===== src/hw/xcv_defines.svh =====
// Timing constants and pin-level fields for the transceiver control block.
// Assumes inclusion by bare name; holds definitions only.
`ifndef XCV_DEFINES_SVH
`define XCV_DEFINES_SVH
// Clock period of the processor clock in ns
`define XCV_CLK_PERIOD_NS 40
// Enable held high for one clock when reset starts
`define XCV_RESET_DRIVE_NS 40
// Cycles of driven-high enable at reset entry, rounded down, at least one
`define XCV_RESET_DRIVE_CYC \
    ((`XCV_RESET_DRIVE_NS / `XCV_CLK_PERIOD_NS) < 1 ? 1 : \
    (`XCV_RESET_DRIVE_NS / `XCV_CLK_PERIOD_NS))
// Reset value of the dual pin and of the transceiver enable
`define XCV_PIN_IDLE 1'b1
// Reset value of the pin mode select (peripheral select)
`define XCV_MODE_RESET 1'b0
`endif


===== src/hw/xcv_pkg.sv =====
// Types for the transceiver control block.
// Assumes the defines header is compiled alongside.
package xcv_pkg;
    // Pin with drive enable, high while driven
    typedef struct packed {
        logic o;
        logic oe;
    } xcv_pin_s;
    // Bus access request from the bus unit, same clock
    typedef struct packed {
        logic active;
        logic is_write;
        logic is_io;
        logic [19:0] addr;
    } xcv_acc_s;
    // Reset sequencing states
    typedef enum logic [2:0] {
        XCV_RUN = 3'b001,
        XCV_RST_DRIVE = 3'b010,
        XCV_RST_FLOAT = 3'b100
    } xcv_rst_e;
endpackage


===== src/hw/xcv_ctrl.sv =====
// Transceiver direction/enable outputs and the dual select/address pin.
// Assumes access requests and configuration arrive on clk from core logic;
// only the bus grant acknowledge is generated here from a sampled request.
// Functional notes
// - Dual pin is select or latched address two
// - Select range comes from software configuration
// - Dual pin stays driven during bus grant
// - Latched address holds during bus grant
// - Direction low during reads
// - Direction high during writes
// - Enable low for memory and I/O accesses that keep the direction
// - Enable high whenever direction changes
// - Reset drives enable high one clock, then floats
// - Grant acknowledge floats bus control outputs
// - Select active low inside programmed region
`timescale 1ns/1ps
`include "xcv_defines.svh"
module xcv_ctrl #(
    parameter int ADDR_W = 20
) (
    input wire logic clk,
    input wire logic rst,
    input wire logic ce,
    input wire xcv_pkg::xcv_acc_s acc,
    input wire logic bus_hold_req,
    input wire logic addr_mode_sel,
    input wire logic [ADDR_W-1:0] sel_base,
    input wire logic [ADDR_W-1:0] sel_limit,
    input wire logic sel_in_io,
    output logic bus_grant_ack,
    output xcv_pkg::xcv_pin_s transfer_direction,
    output xcv_pkg::xcv_pin_s transceiver_enable_n,
    output xcv_pkg::xcv_pin_s periph_select_seven_or_latched_addr
);
    // Hold request is a pin: two flops before use
    logic hold_meta_q, hold_meta_d; // First stage, read only by second
    logic hold_sync_q, hold_sync_d; // Usable hold level
    logic grant_q, grant_d; // Bus granted to other master
    logic dir_q, dir_d; // Current direction level
    logic den_q, den_d; // Enable level, active low
    logic dual_q, dual_d; // Dual pin level
    logic addr2_q, addr2_d; // Latched address bit two
    xcv_pkg::xcv_rst_e rst_q, rst_d; // Reset sequencing
    logic [7:0] rcnt_q, rcnt_d; // Cycles of driven-high enable
    logic in_range; // Access hits the programmed region
    // Region compare against software-set bounds
    always_comb begin
        in_range = acc.active && (acc.is_io == sel_in_io) &&
            (acc.addr[ADDR_W-1:0] >= sel_base) &&
            (acc.addr[ADDR_W-1:0] <= sel_limit);
    end
    // Next-state logic for the whole block
    always_comb begin
        hold_meta_d = bus_hold_req;
        hold_sync_d = hold_meta_q;
        grant_d = hold_sync_q && !acc.active; // Grant only between cycles
        dir_d = dir_q;
        den_d = `XCV_PIN_IDLE;
        addr2_d = addr2_q;
        dual_d = dual_q;
        rst_d = xcv_pkg::XCV_RUN;
        rcnt_d = rcnt_q;
        if (!grant_q && acc.active) begin
            // Direction follows the access; enable waits if it flips
            dir_d = acc.is_write;
            den_d = (dir_q != acc.is_write);
            addr2_d = acc.addr[2];
        end
        if (addr_mode_sel) begin
            // Latched copy; frozen in grant since no access runs
            dual_d = addr2_d;
        end else begin
            dual_d = !(in_range && !grant_q);
        end
        if (grant_q) begin
            dual_d = addr_mode_sel ? addr2_q : `XCV_PIN_IDLE;
        end
    end
    // Register stage; reset sequence drives enable for one clock
    always_ff @(posedge clk) begin
        if (rst) begin
            hold_meta_q <= 1'b0;
            hold_sync_q <= 1'b0;
            grant_q <= 1'b0;
            dir_q <= 1'b0;
            den_q <= `XCV_PIN_IDLE;
            addr2_q <= 1'b0;
            dual_q <= `XCV_PIN_IDLE;
            // Count driven cycles, then float; any other code, the
            // unknown one at power-up included, starts a fresh drive
            if (rst_q == xcv_pkg::XCV_RST_DRIVE) begin
                if (rcnt_q >= 8'(`XCV_RESET_DRIVE_CYC)) begin
                    rst_q <= xcv_pkg::XCV_RST_FLOAT;
                    rcnt_q <= rcnt_q;
                end else begin
                    rst_q <= xcv_pkg::XCV_RST_DRIVE;
                    rcnt_q <= rcnt_q + 8'h01;
                end
            end else if (rst_q == xcv_pkg::XCV_RST_FLOAT) begin
                // Stay floating until reset is released
                rst_q <= xcv_pkg::XCV_RST_FLOAT;
                rcnt_q <= rcnt_q;
            end else begin
                rst_q <= xcv_pkg::XCV_RST_DRIVE;
                rcnt_q <= 8'h01;
            end
        end else if (ce) begin
            hold_meta_q <= hold_meta_d;
            hold_sync_q <= hold_sync_d;
            grant_q <= grant_d;
            dir_q <= dir_d;
            den_q <= den_d;
            addr2_q <= addr2_d;
            dual_q <= dual_d;
            rst_q <= rst_d;
            rcnt_q <= rcnt_d;
        end
    end
    // Pin drivers; grant floats direction and enable at once
    always_comb begin
        bus_grant_ack = grant_q;
        transfer_direction.o = dir_q;
        transfer_direction.oe = !grant_q && !rst &&
            (rst_q == xcv_pkg::XCV_RUN);
        transceiver_enable_n.o = den_q;
        transceiver_enable_n.oe = !grant_q &&
            (rst_q != xcv_pkg::XCV_RST_FLOAT) &&
            !(rst && rst_q == xcv_pkg::XCV_RST_FLOAT);
        periph_select_seven_or_latched_addr.o = dual_q;
        periph_select_seven_or_latched_addr.oe = 1'b1;
    end
endmodule


===== config.mk =====
export PLATFORM = sky130hd
export DESIGN_NAME = xcv_ctrl
export DESIGN_NICKNAME = d
export VERILOG_FILES = /design/src/hw/xcv_pkg.sv /design/src/hw/xcv_ctrl.sv
export VERILOG_INCLUDE_DIRS = /design/src /design/src/hw
export SDC_FILE = /design/constraint.sdc
export NUM_CORES = 1
export LEC_CHECK = 0
export BUFFER_PORTS_ARGS = -buffer_cell sky130_fd_sc_hd__buf_2
export CAP_MARGIN = 30
export CORE_ASPECT_RATIO = 0.7
export CORE_MARGIN = 5
export CORE_UTILIZATION = 39
export CTS_CLUSTER_DIAMETER = 100
export DETAILED_ROUTE_END_ITERATION = 8
export PLACE_DENSITY = 0.75
export SLEW_MARGIN = 20
export SYNTH_ARGS = -nofsm -noshare
export SYNTH_HDL_FRONTEND = slang
export SYNTH_SLANG_ARGS = --single-unit

===== constraint.sdc =====
create_clock -name clk -period 2.8 [get_ports clk]
set_input_delay 0.28 -clock clk [delete_from_list [all_inputs] [get_ports clk]]
set_output_delay 0.28 -clock clk [all_outputs]
set_load 0.02 [all_outputs]

# Yosys cells after proc, flatten, opt, wreduce, memory -nomap -nowiden
# Index checks and enable logic that the tools add are counted.
# totals
wordCells,53
output_inout_bits,7
in_bits,69
regBits,18
# classes
magnitude_cmp,3
n_mux,13
reduce_logical,19
add_sub_neg,1
n_eq_ne,8
# ops
cell,count
8-bit two-way mux,3
20-bit greater-or-equal comparator,1
20-bit <= comparator,1
3-bit two-way mux,5
1-bit logical AND,11
8-bit by 1-bit adder with 8-bit output (second input constant),1
8-bit by 1-bit greater-or-equal comparator with 1-bit output (second input constant),1
1-bit zero test,5
1-bit two-way mux,5
2-bit != test (second input constant),2
3-bit by 1-bit == test with 1-bit output (second input constant),1
3-bit by 2-bit == test with 1-bit output (second input constant),1
3-bit == test (second input constant),1
3-bit != test (second input constant),1
3-bit AND reduction,1
2-bit AND reduction,1
2-bit nonzero test,1
1-bit == test,1
1-bit != test,1

# Depth between registers and ports, before layout
# Gate-level depths: netlist (run 1).
# depth
ltp_word,8
depth_mapped,8
depth_no_buf,8

# Least setup slack after synthesis (run 1)
# OpenSTA, ideal clock, no wires.
# synth_path
kind,register -> register
startpoint,reg rcnt_q[0] (netlist: rcnt_d[0])
endpoint,reg rcnt_q[0] (netlist: rcnt_d[0]) (enable)
slack_ps,883
arrival_ps,1547
setup_time_ps,370
synth_period_minus_slack_ps,1917
stages_incl_launch_ff,7
required_ps,2430
n_path_buf,0
cell_sequence,edfxtp_1 -> ha_1 -> nor4b_1 -> a21oi_1 -> a21oi_1 -> nor2_1 -> nor2_1
# synth_between
elab_chain_cells,3
# synth_lines
element,line_no,source
"start, declared",xcv_ctrl.sv:44,"logic [7:0] rcnt_q, rcnt_d;"
"start signal, assigned",xcv_ctrl.sv:94,rcnt_q <= rcnt_q;
"start signal, assigned",xcv_ctrl.sv:97,rcnt_q <= rcnt_q + 8'h01;
"start signal, assigned",xcv_ctrl.sv:102,rcnt_q <= rcnt_q;
8-bit by 1-bit greater-or-equal comparator with 1-bit output,xcv_ctrl.sv:92,if (rcnt_q >= 8'(`XCV_RESET_DRIVE_CYC)) begin
2-bit != test (no line),n/a,
3-bit AND reduction (no line),n/a,
# Every way passes these cells.
# A chain may end at the register's enable or synchronous reset.

# Worst setup path in the final report (run 1)
# layout_path
startpoint,reg rcnt_q[0] (netlist: rcnt_d[0])
endpoint,reg rcnt_q[1] (netlist: rcnt_d[1]) (enable)
# Same word-level chain as after synthesis.

==> impl_metrics.tcl, run 1 <==
set metrics [dict create \
    antenna_found_initial 0 \
    wire_per_inst_um 12.8 \
    io_pins 76 \
    max_cap_viol_count 0 \
    synthCells 229 \
    fin_crit_ns 2.26 \
    yosys.area.top_type "ha_1" \
    drc 0 \
    ys_warn_count 0 \
    synth.most_common_cell "inv_1" \
    drt-total-wl_um 4720 \
    via_per_inst 4.84 \
    rows 21 \
    place.gp.congestion 0.805 \
    outcome "finished, final reports clean" \
    dpl_worst_slack_ns 0.531 \
    crit_chain "inv_1, ha_1, nor4b_1, a21oi_1, a21oi_1, nor2_1, nor2_1" \
    leakagePower_nw 1.30 \
    synth_seq_area_share_pct 24.4 \
    dieArea_um2 6470 \
    hpwlAfterDp_um 4260 \
    vias 1791 \
    intPower_uw 523 \
    cts_tree "done" \
    synth.avg_cell_area_um2 8.42 \
    finalHoldViolCount 0 \
    overflow 0 \
    syn2layout_area_growth_pct 24.1 \
    cts_made_buffers 3 \
    cts_root_buffer "clkbuf_8" \
    post-route-period-util_pct 80.8 \
    switchingPower_uw 228 \
    synth_cell_type_count 40 \
    port_buffers 74 \
    crit_fanout 8 \
    grt_max_degree 12 \
    cts_num_sinks 18 \
    die_x_um 94.0 \
    clkPwrFrac_pct 24.0 \
    crit_type "flip-flop to flip-flop" \
    core_um2 4780 \
    grt_usage_pct 14.9 \
    synth_top_area_share_pct 27.9 \
    placed_cells_incl_taps 366 \
    synth_commonest_cells "inv_1, ha_1, a21oi_1, nor2_1, nand3_1" \
    cts_resized 0 \
    post_cts_buffers 0 \
    htreeDepth 1 \
    seq_power_share_pct 42.7 \
    p_comb_share_pct 33.3 \
    synth_edf_count 11 \
    instances_no_fill 370 \
    hp-class "input pin to flip-flop" \
    drt_first_pass_iters 4 \
    arrival_ns 2.15 \
    drv_slew 0 \
    critical-path-top-delay-family "simple AND/OR/NAND/NOR gates" \
    end_kind "flip-flop" \
    finalClockSkew_ns 0.00346 \
    ir_drop_mv 0.143 \
    synth_nets 341 \
    power.density_nw_per_um2 314 \
    rsz0062_at_grt "no" \
    relSlewSlack_pct 57.9 \
    start_kind "flip-flop" \
    grt_pass1_wl_um 7560 \
    synth-seq-cells 18 \
    synth.area.top_cells "ha_1, edfxtp_1, inv_1, dfxtp_1, a21oi_1" \
    met3_usage_pct 2.60 \
    fmax_mhz 442 \
    ctsHoldBuffers 0 \
    tightest_slew_ns 0.630 \
    num_antenna_cells 0 \
    num-nets-final 414 \
    grt_pass1_vias 1726 \
    critical-path-slowest-cell "nor2_1" \
    ys.flop_type "edfxtp_1" \
    p_total_uw 751 \
    power.share.switching_pct 30.3 \
    max-clock-path-buffers 2 \
    path_buf_inv 1 \
    drive_gt1_share_pct 26.6 \
    syn_area_um2 1930 \
    clock_latency_ns 0.25 \
    initial_utilization_pct 40.3 \
    die_h_um 68.8 \
    path_clk_slew_ns 0.06 \
    detail-route-antenna-nets 0 \
    setup_tns_ns 0 \
    met1_usage_pct 18.8 \
    async_flop_share_pct 0 \
    drtIter0Drc 120 \
    cp_data_required_time_ns 2.69 \
    timing.final.ws_setup_ns 0.537 \
    finalSetupViolCount 0 \
    top_usage_layer "met2" \
    critPathMaxStageDelay_ns 0.49 \
    use_met2_pct 27.4 \
]
## final cells by class
type | count | area (um2)
multi-input cells | 160 | 1250
inverters | 45 | 169
clock buffers | 4 | 45.0
well taps | 69 | 86.3
repair buffers | 74 | 370
flip-flops and latches | 18 | 470
fillers | 479 | 2390
## cell usage in the layout, fill, tap and decap left out, types with 4 or more instances in the layout
| cell type | Yosys | layout |
|---|---|---|
| dfxtp_1 | 7 | 7 |
| buf_2 | 0 | 74 |
| o21ai_0 | 4 | 4 |
| nand2b_1 | 4 | 4 |
| inv_1 | 45 | 45 |
| edfxtp_1 | 11 | 11 |
| nand3_1 | 12 | 12 |
| ha_1 | 43 | 43 |
| a21o_1 | 6 | 6 |
| a21oi_1 | 18 | 18 |
| xor2_1 | 7 | 7 |
| nand2_1 | 9 | 9 |
| nor2_1 | 14 | 14 |
| nand4_1 | 7 | 7 |
## power groups by stage
stage	Sequential (mW)	Combinational, mW	Clock (mW)
2_1_floorplan	0.321	0.159	0
3_3_place_gp	0.324	0.240	0
3_5_place_dp	0.326	0.250	0
4_1_cts	0.320	0.252	0.182
5_1_grt	0.323	0.286	0.199
6_report	0.320	0.250	0.180
## tightest hold or removal path, delay by kind of cell
family | cells | cell delay (ns)
muxes | 1 | 0.06
buffers and inverters | 1 | 0.08
and+or+nand+nor | 1 | 0.09
## stage by stage
stage | area [um2] | hold WS [ns] | utilization, %
floorplan | 1930 | 0.427 | -
global placement | 2350 | 0.445 | 49.1
detailed placement | 2350 | 0.457 | 49.1
CTS | 2390 | 0.301 | 50.0
global route | 2390 | 0.311 | 50.0
finish | 2390 | 0.297 | 50.0
## cells by family after synthesis
logic type	count (synthesis)	synth area share [%]
XOR/XNOR	8	3.63
adder cells (fa/ha/maj)	43	27.9
buffers and inverters	51	10.7
multiplexers	3	1.56
other	1	0.194
AND/OR/NAND/NOR	65	18.0
flip-flops	18	24.4
AO/OA/AOI/OAI	40	13.6
## registers in the layout, summed over array words and instances (netlist names)
name	count
den_q	1
hold_meta_q	1
rcnt_d	8
dir_q	1
addr2_q	1
hold_sync_q	1
bus_grant_ack	1
dual_q	1
rst_q	3
## routing by layer
layer / share of wire, % / up-vias
li1: - / 938
met1: 47 / 813
met2: 48 / 37
met3: 4.5 / 3
met4: 0.19 / 0
met5: 0 / -
## path summary, 6_finish.rpt
kind                                    from          end  slack (ns)  cells after the start
worst min register to register       addr2_q      addr2_q        0.46                      2
worst min-delay path            bus_hold_req  hold_meta_q        0.30                      3
worst max-delay path               rcnt_d[0]    rcnt_d[1]        0.54                      7
worst max register to register     rcnt_d[0]    rcnt_d[1]        0.54                      7
No activity file was read; power rests on OpenSTA's default activity.
==> run 2, diff against run 1 <==
==> constraint.sdc (replaced) <==
create_clock -name clk -period 2.1 [get_ports clk]
set_input_delay 0.21 -clock clk [delete_from_list [all_inputs] [get_ports clk]]
set_output_delay 0.21 -clock clk [all_outputs]
set_load 0.02 [all_outputs]
==> impl_metrics.tcl, run 2 (synthesis gave the netlist of run 1 again) <==
set metrics [dict create \
    finalClockSkew_ns 0.00493 \
    post_cts_buffers 0 \
    r2r_slack_ns 0.26 \
    drc 0 \
    syn2layout_area_growth_pct 24.8 \
    crit_fanout 8 \
    io_pins 76 \
    drtIter0Drc 88 \
    critPathMaxStageDelay_ns 0.47 \
    grt_pass1_wl_um 7530 \
    start_kind "flip-flop" \
    critical-path-slowest-cell "edfxtp_1" \
    drv_slew 0 \
    r2r-start "rcnt_d[0]" \
    die_h_um 68.8 \
    power.density_nw_per_um2 417 \
    ir_drop_mv 0.173 \
    crit_chain "ha_1, nor4b_2, a21oi_1, a21oi_1, nor2_1, nor2_1, buf_4" \
    met3_usage_pct 2.71 \
    leakagePower_nw 1.31 \
    startpoint "rcnt_d[0]" \
    htreeDepth 1 \
    drt-total-wl_um 4710 \
    finalSetupViolCount 0 \
    cts_tree "done" \
    largest_reg_flops 8 \
    post-route-period-util_pct 87.7 \
    grt_usage_pct 14.8 \
    arrival_ns 1.81 \
    vias 1815 \
    crit_type "flip-flop to flip-flop" \
    top_usage_layer "met2" \
    rr_endpoint "rcnt_d[2]" \
    placed_area_um2 2350 \
    dieArea_um2 6470 \
    detail-route-antenna-nets 0 \
    reg2regPathDepth 7 \
    cts_made_buffers 3 \
    cts_root_buffer "clkbuf_8" \
    rsz0062_at_grt "no" \
    via_per_inst 4.89 \
    antenna_found_initial 0 \
    grt_pass1_vias 1696 \
    rows 21 \
    core_um2 4780 \
    drive_gt1_share_pct 27.2 \
    setup_tns_ns 0 \
    hp-class "input pin to flip-flop" \
    fmax_mhz 543 \
    initial_utilization_pct 40.3 \
    postLayoutCellArea_um2 2410 \
    hpwlAfterDp_um 4180 \
    die_x_um 94.0 \
    end_kind "flip-flop" \
    outcome "finished, final reports clean" \
    path_clk_slew_ns 0.06 \
    max-clock-path-buffers 2 \
    clock_latency_ns 0.25 \
    wire_per_inst_um 12.7 \
    num_antenna_cells 0 \
    grt_max_degree 12 \
    final_cell_mix "buf_2, inv_1, ha_1" \
    overflow 0 \
    place.gp.congestion 0.851 \
    port_buffers 74 \
    cp-endpoint "rcnt_d[2]" \
    finalHoldViolCount 0 \
    cp_data_required_time_ns 2.06 \
    met1_usage_pct 19.9 \
    max_cap_viol_count 0 \
    cts_num_sinks 18 \
    layout_commonest_cell "buf_2" \
    fin_crit_ns 1.84 \
    drt_first_pass_iters 4 \
    num-nets-final 415 \
    use_met2_pct 25.6 \
]
run 2: cell count changes in the layout (fill, tap and decap cells not counted):
cell,change
clkbuf_1,-1
nor4b_1,-1
nor4b_2,+1
buf_4,+1
clkinv_1,+1
run 2: through the flow:
| step | hold WS [ns] | setup slack [ns] | std cells | power (mW) | util, % |
|---|---|---|---|---|---|
| final | 0.222 | 0.257 | 371 | 1.00 | 50.3 |
| after global routing | 0.254 | 0.0193 | 371 | 1.08 | 50.3 |
| after CTS | 0.221 | 0.208 | 371 | 1.01 | 50.2 |
| after detailed placement | 0.457 | 0.223 | 367 | 0.770 | 49.2 |
| after global placement | 0.446 | 0.308 | 367 | 0.758 | 49.2 |
| after floorplan | 0.357 | 0.183 | 229 | 0.640 | - |
run 2: worst max-delay path, delay by kind of cell (launching register included):
kind                       cells  cell delay, ns
and+or+nand+nor                3            0.38
AOI/OAI and AO/OA              2            0.28
DFF                            1            0.47
adders and majority gates      1            0.25
buffers and inverters          1            0.17
run 2: timing repair:
item                       4_1_cts  5_1_grt
hold buffers                     0        0
setup endpoints to repair        0        8
gates resized for setup          0        1
run 2: worst min path at each step:
stage / from / endpoint / slack, ns / depth (start not counted)
after floorplan: bus_hold_req / hold_meta_q / 0.36 / 2
after CTS: bus_hold_req / hold_meta_q / 0.22 / 3
after detailed placement: addr2_q / addr2_q / 0.46 / 2
after global placement: addr2_q / addr2_q / 0.45 / 2
final: bus_hold_req / hold_meta_q / 0.22 / 3
after global routing: rst / dir_q / 0.25 / 2
run 2: power by group:
part	internal (mW)	switching, mW	total (mW)
Clock	0.130	0.106	0.236
Combinational	0.162	0.178	0.340
Sequential	0.404	0.0225	0.427
Total	0.696	0.307	1.00
run 2: layout make-up:
type                    count  area [um2]
flip-flops and latches     18         470
inverters                  45         169
clock buffers               3        41.3
well taps                  69        86.3
multi-input cells         160        1260
repair buffers             75         378
clock inverters             1        3.75
fillers                   454        2380
run 2: metal layers:
metal / share of wire (%) / vias to the layer above / routed length (um)
li1: - / 940 / -
met1: 47 / 808 / 2220
met2: 45 / 62 / 2140
met3: 6.9 / 5 / 326
met4: 0.62 / 0 / 29
met5: 0 / - / 0
==> run 3, diff against run 2 <==
--- a/config.mk
+++ b/config.mk
@@ -6,6 +6,7 @@
 export SDC_FILE = /design/constraint.sdc
 export NUM_CORES = 1
 export LEC_CHECK = 0
+export ABC_AREA = 1
 export BUFFER_PORTS_ARGS = -buffer_cell sky130_fd_sc_hd__buf_2
 export CAP_MARGIN = 30
 export CORE_ASPECT_RATIO = 0.7
@@ -13,7 +14,7 @@
 export CORE_UTILIZATION = 39
 export CTS_CLUSTER_DIAMETER = 100
 export DETAILED_ROUTE_END_ITERATION = 8
-export PLACE_DENSITY = 0.75
+export PLACE_DENSITY = 0.74
 export SLEW_MARGIN = 20
 export SYNTH_ARGS = -nofsm -noshare
 export SYNTH_HDL_FRONTEND = slang
==> impl_metrics.tcl, run 3 <==
set metrics [dict create \
    top_layer "met4" \
    fmax_mhz 580 \
    die_h_um 71.0 \
    drc 0 \
    synth-seq-cells 18 \
    hpwlAfterDp_um 4160 \
    largest_reg_flops 8 \
    finalSetupViolCount 0 \
    synth.most_common_cell "inv_1" \
    final_cell_mix "buf_2, inv_1, nand2_1" \
    ir_drop_mv 0.382 \
    post-route-period-util_pct 82.1 \
    fillerInstances 518 \
    critical-path-slowest-cell "nor4_1" \
    clock_latency_ns 0.25 \
    synth.area.top_cells "ha_1, edfxtp_1, inv_1, nand2_1, dfxtp_1" \
    leakagePower_nw 1.49 \
    num-nets-final 489 \
    holdWs_ns 0.170 \
    wire_per_inst_um 10.1 \
    drv_slew 0 \
    synth_commonest_cells "inv_1, nand2_1, ha_1, nor2_1, a21oi_1" \
    cts_made_buffers 3 \
    dr_wl_met2_um 1940 \
    power.density_nw_per_um2 399 \
    max-clock-path-buffers 2 \
    timing.final.ws_setup_ns 0.376 \
    io_pins 76 \
    grt_max_degree 11 \
    yosys.area.top_type "ha_1" \
    finalHoldViolCount 0 \
    port_buffers 74 \
    p_total_mw 1.02 \
    cts_tree "done" \
    cts_root_buffer "clkbuf_8" \
    crit_type "flip-flop to flip-flop" \
    detail-route-antenna-nets 0 \
    routed-wl-met3_um 320 \
    p_comb_share_pct 35.0 \
    htreeDepth 1 \
    cp_data_required_time_ns 2.06 \
    drt_first_pass_iters 4 \
    max_cap_viol_count 0 \
    rsz0062_at_grt "no" \
    antenna_found_initial 0 \
    cts_num_sinks 18 \
    via_per_inst 4.44 \
    grt_pass1_wl_um 7550 \
    post_cts_buffers 0 \
    num_antenna_cells 0 \
    start_kind "flip-flop" \
    outcome "finished, final reports clean" \
    power.share.switching_pct 32.1 \
    synth_top_area_share_pct 25.9 \
    cts_resized 0 \
    place.gp.congestion 0.887 \
    ys_warn_count 0 \
    vias 1991 \
    path_buf_inv 1 \
    syn_area_um2 2070 \
    synth.avg_cell_area_um2 6.89 \
    switchingPower_uw 327 \
    critical-path-top-delay-family "simple AND/OR/NAND/NOR gates" \
    critPathMaxStageDelay_ns 0.44 \
    crit_chain "nor4_1, a41oi_2, nor3_1, buf_4" \
    ys.flop_type "edfxtp_1" \
    intPower_uw 693 \
    async_flop_share_pct 0 \
    clkPwrFrac_pct 23.3 \
    drt-total-wl_um 4530 \
    drtIter0Drc 55 \
    layout_commonest_cell "buf_2" \
    finalClockSkew_ns 0.00176 \
    seq_power_share_pct 41.7 \
    die_x_um 97.2 \
    core_um2 5200 \
    drt-met1-wl_um 2220 \
    ctsHoldBuffers 0 \
    drive_gt1_share_pct 23.9 \
    path_clk_slew_ns 0.06 \
    dpl_worst_slack_ns 0.382 \
    fin_crit_ns 1.72 \
    synth_edf_count 11 \
    syn2layout_area_growth_pct 23.3 \
    synth_nets 413 \
    grt_pass1_vias 1858 \
    synth_cell_type_count 32 \
    grt_usage_pct 13.2 \
    dieArea_um2 6900 \
    crit_fanout 8 \
    synthCells 301 \
    rows 22 \
    arrival_ns 1.69 \
    end_kind "flip-flop" \
    setup_tns_ns 0 \
    hp-class "input pin to flip-flop" \
    overflow 0 \
    initial_utilization_pct 39.9 \
    synth_seq_area_share_pct 22.7 \
]
==> run 3: kinds of logic (layout without fill, tap and decap cells) <==
kind of cell,count (synthesis),after routing,synth area share (%)
buffers and inverters,78,153,14.8
xor gates and xnor gates,2,2,0.845
other,1,1,0.181
AOI/OAI and AO/OA,37,37,10.4
DFF,18,18,22.7
and+or+nand+nor,122,122,25.1
adders and majority gates,43,43,25.9
==> run 3: power by group through the flow <==
stage / clock network (mW) / registers (mW) / logic, mW
after CTS: 0.240 / 0.425 / 0.363
after global placement: 0 / 0.432 / 0.351
final: 0.238 / 0.426 / 0.357
after floorplan: 0 / 0.428 / 0.235
after global routing: 0.257 / 0.427 / 0.422
after detailed placement: 0 / 0.433 / 0.362
==> run 3: layout make-up <==
type / instances / area (um2) / share of cell area [%]
timing repair buffer: 75 / 378 / 14.8
multi-input combinational: 205 / 1300 / 50.7
inverter: 74 / 278 / 10.9
clock inverter: 1 / 3.75 / 0.147
tap: 72 / 90.1 / 3.52
sequential: 18 / 470 / 18.4
clock buffer: 3 / 41.3 / 1.61
==> run 3: worst paths after layout <==
| check | start | endpoint | slack, ns | cells past startpoint |
|---|---|---|---|---|
| worst max-delay path | rcnt_d[4] | rcnt_d[7] | 0.38 | 4 |
| worst min-delay path | rst | addr2_q | 0.17 | 2 |
| worst max register to register | rcnt_d[4] | rcnt_d[7] | 0.38 | 4 |
| worst min register to register | hold_sync_q | hold_sync_q | 0.48 | 2 |
==> run 3: worst reg2reg max path, delay by kind of cell (launching register included) <==
family	cells	cell delay (ns)
buffers and inverters	1	0.20
AO/OA/AOI/OAI	1	0.20
flip-flops	1	0.43
AND/OR/NAND/NOR	2	0.61
==> run 3: per-stage QoR <==
step,area [um2],utilization [%],instances
after floorplan,2070,-,301
after detailed placement,2510,48.3,444
after global routing,2560,49.2,448
after CTS,2560,49.2,448
after global placement,2510,48.3,444
final,2560,49.2,448
==> run 3: per-layer routing <==
layer / vias to the layer above / track usage [%]
met3: 6 / 4.53
met5: - / 0
li1: 1095 / -
met4: 0 / 3.12
met2: 52 / 21.5
met1: 838 / 17.0
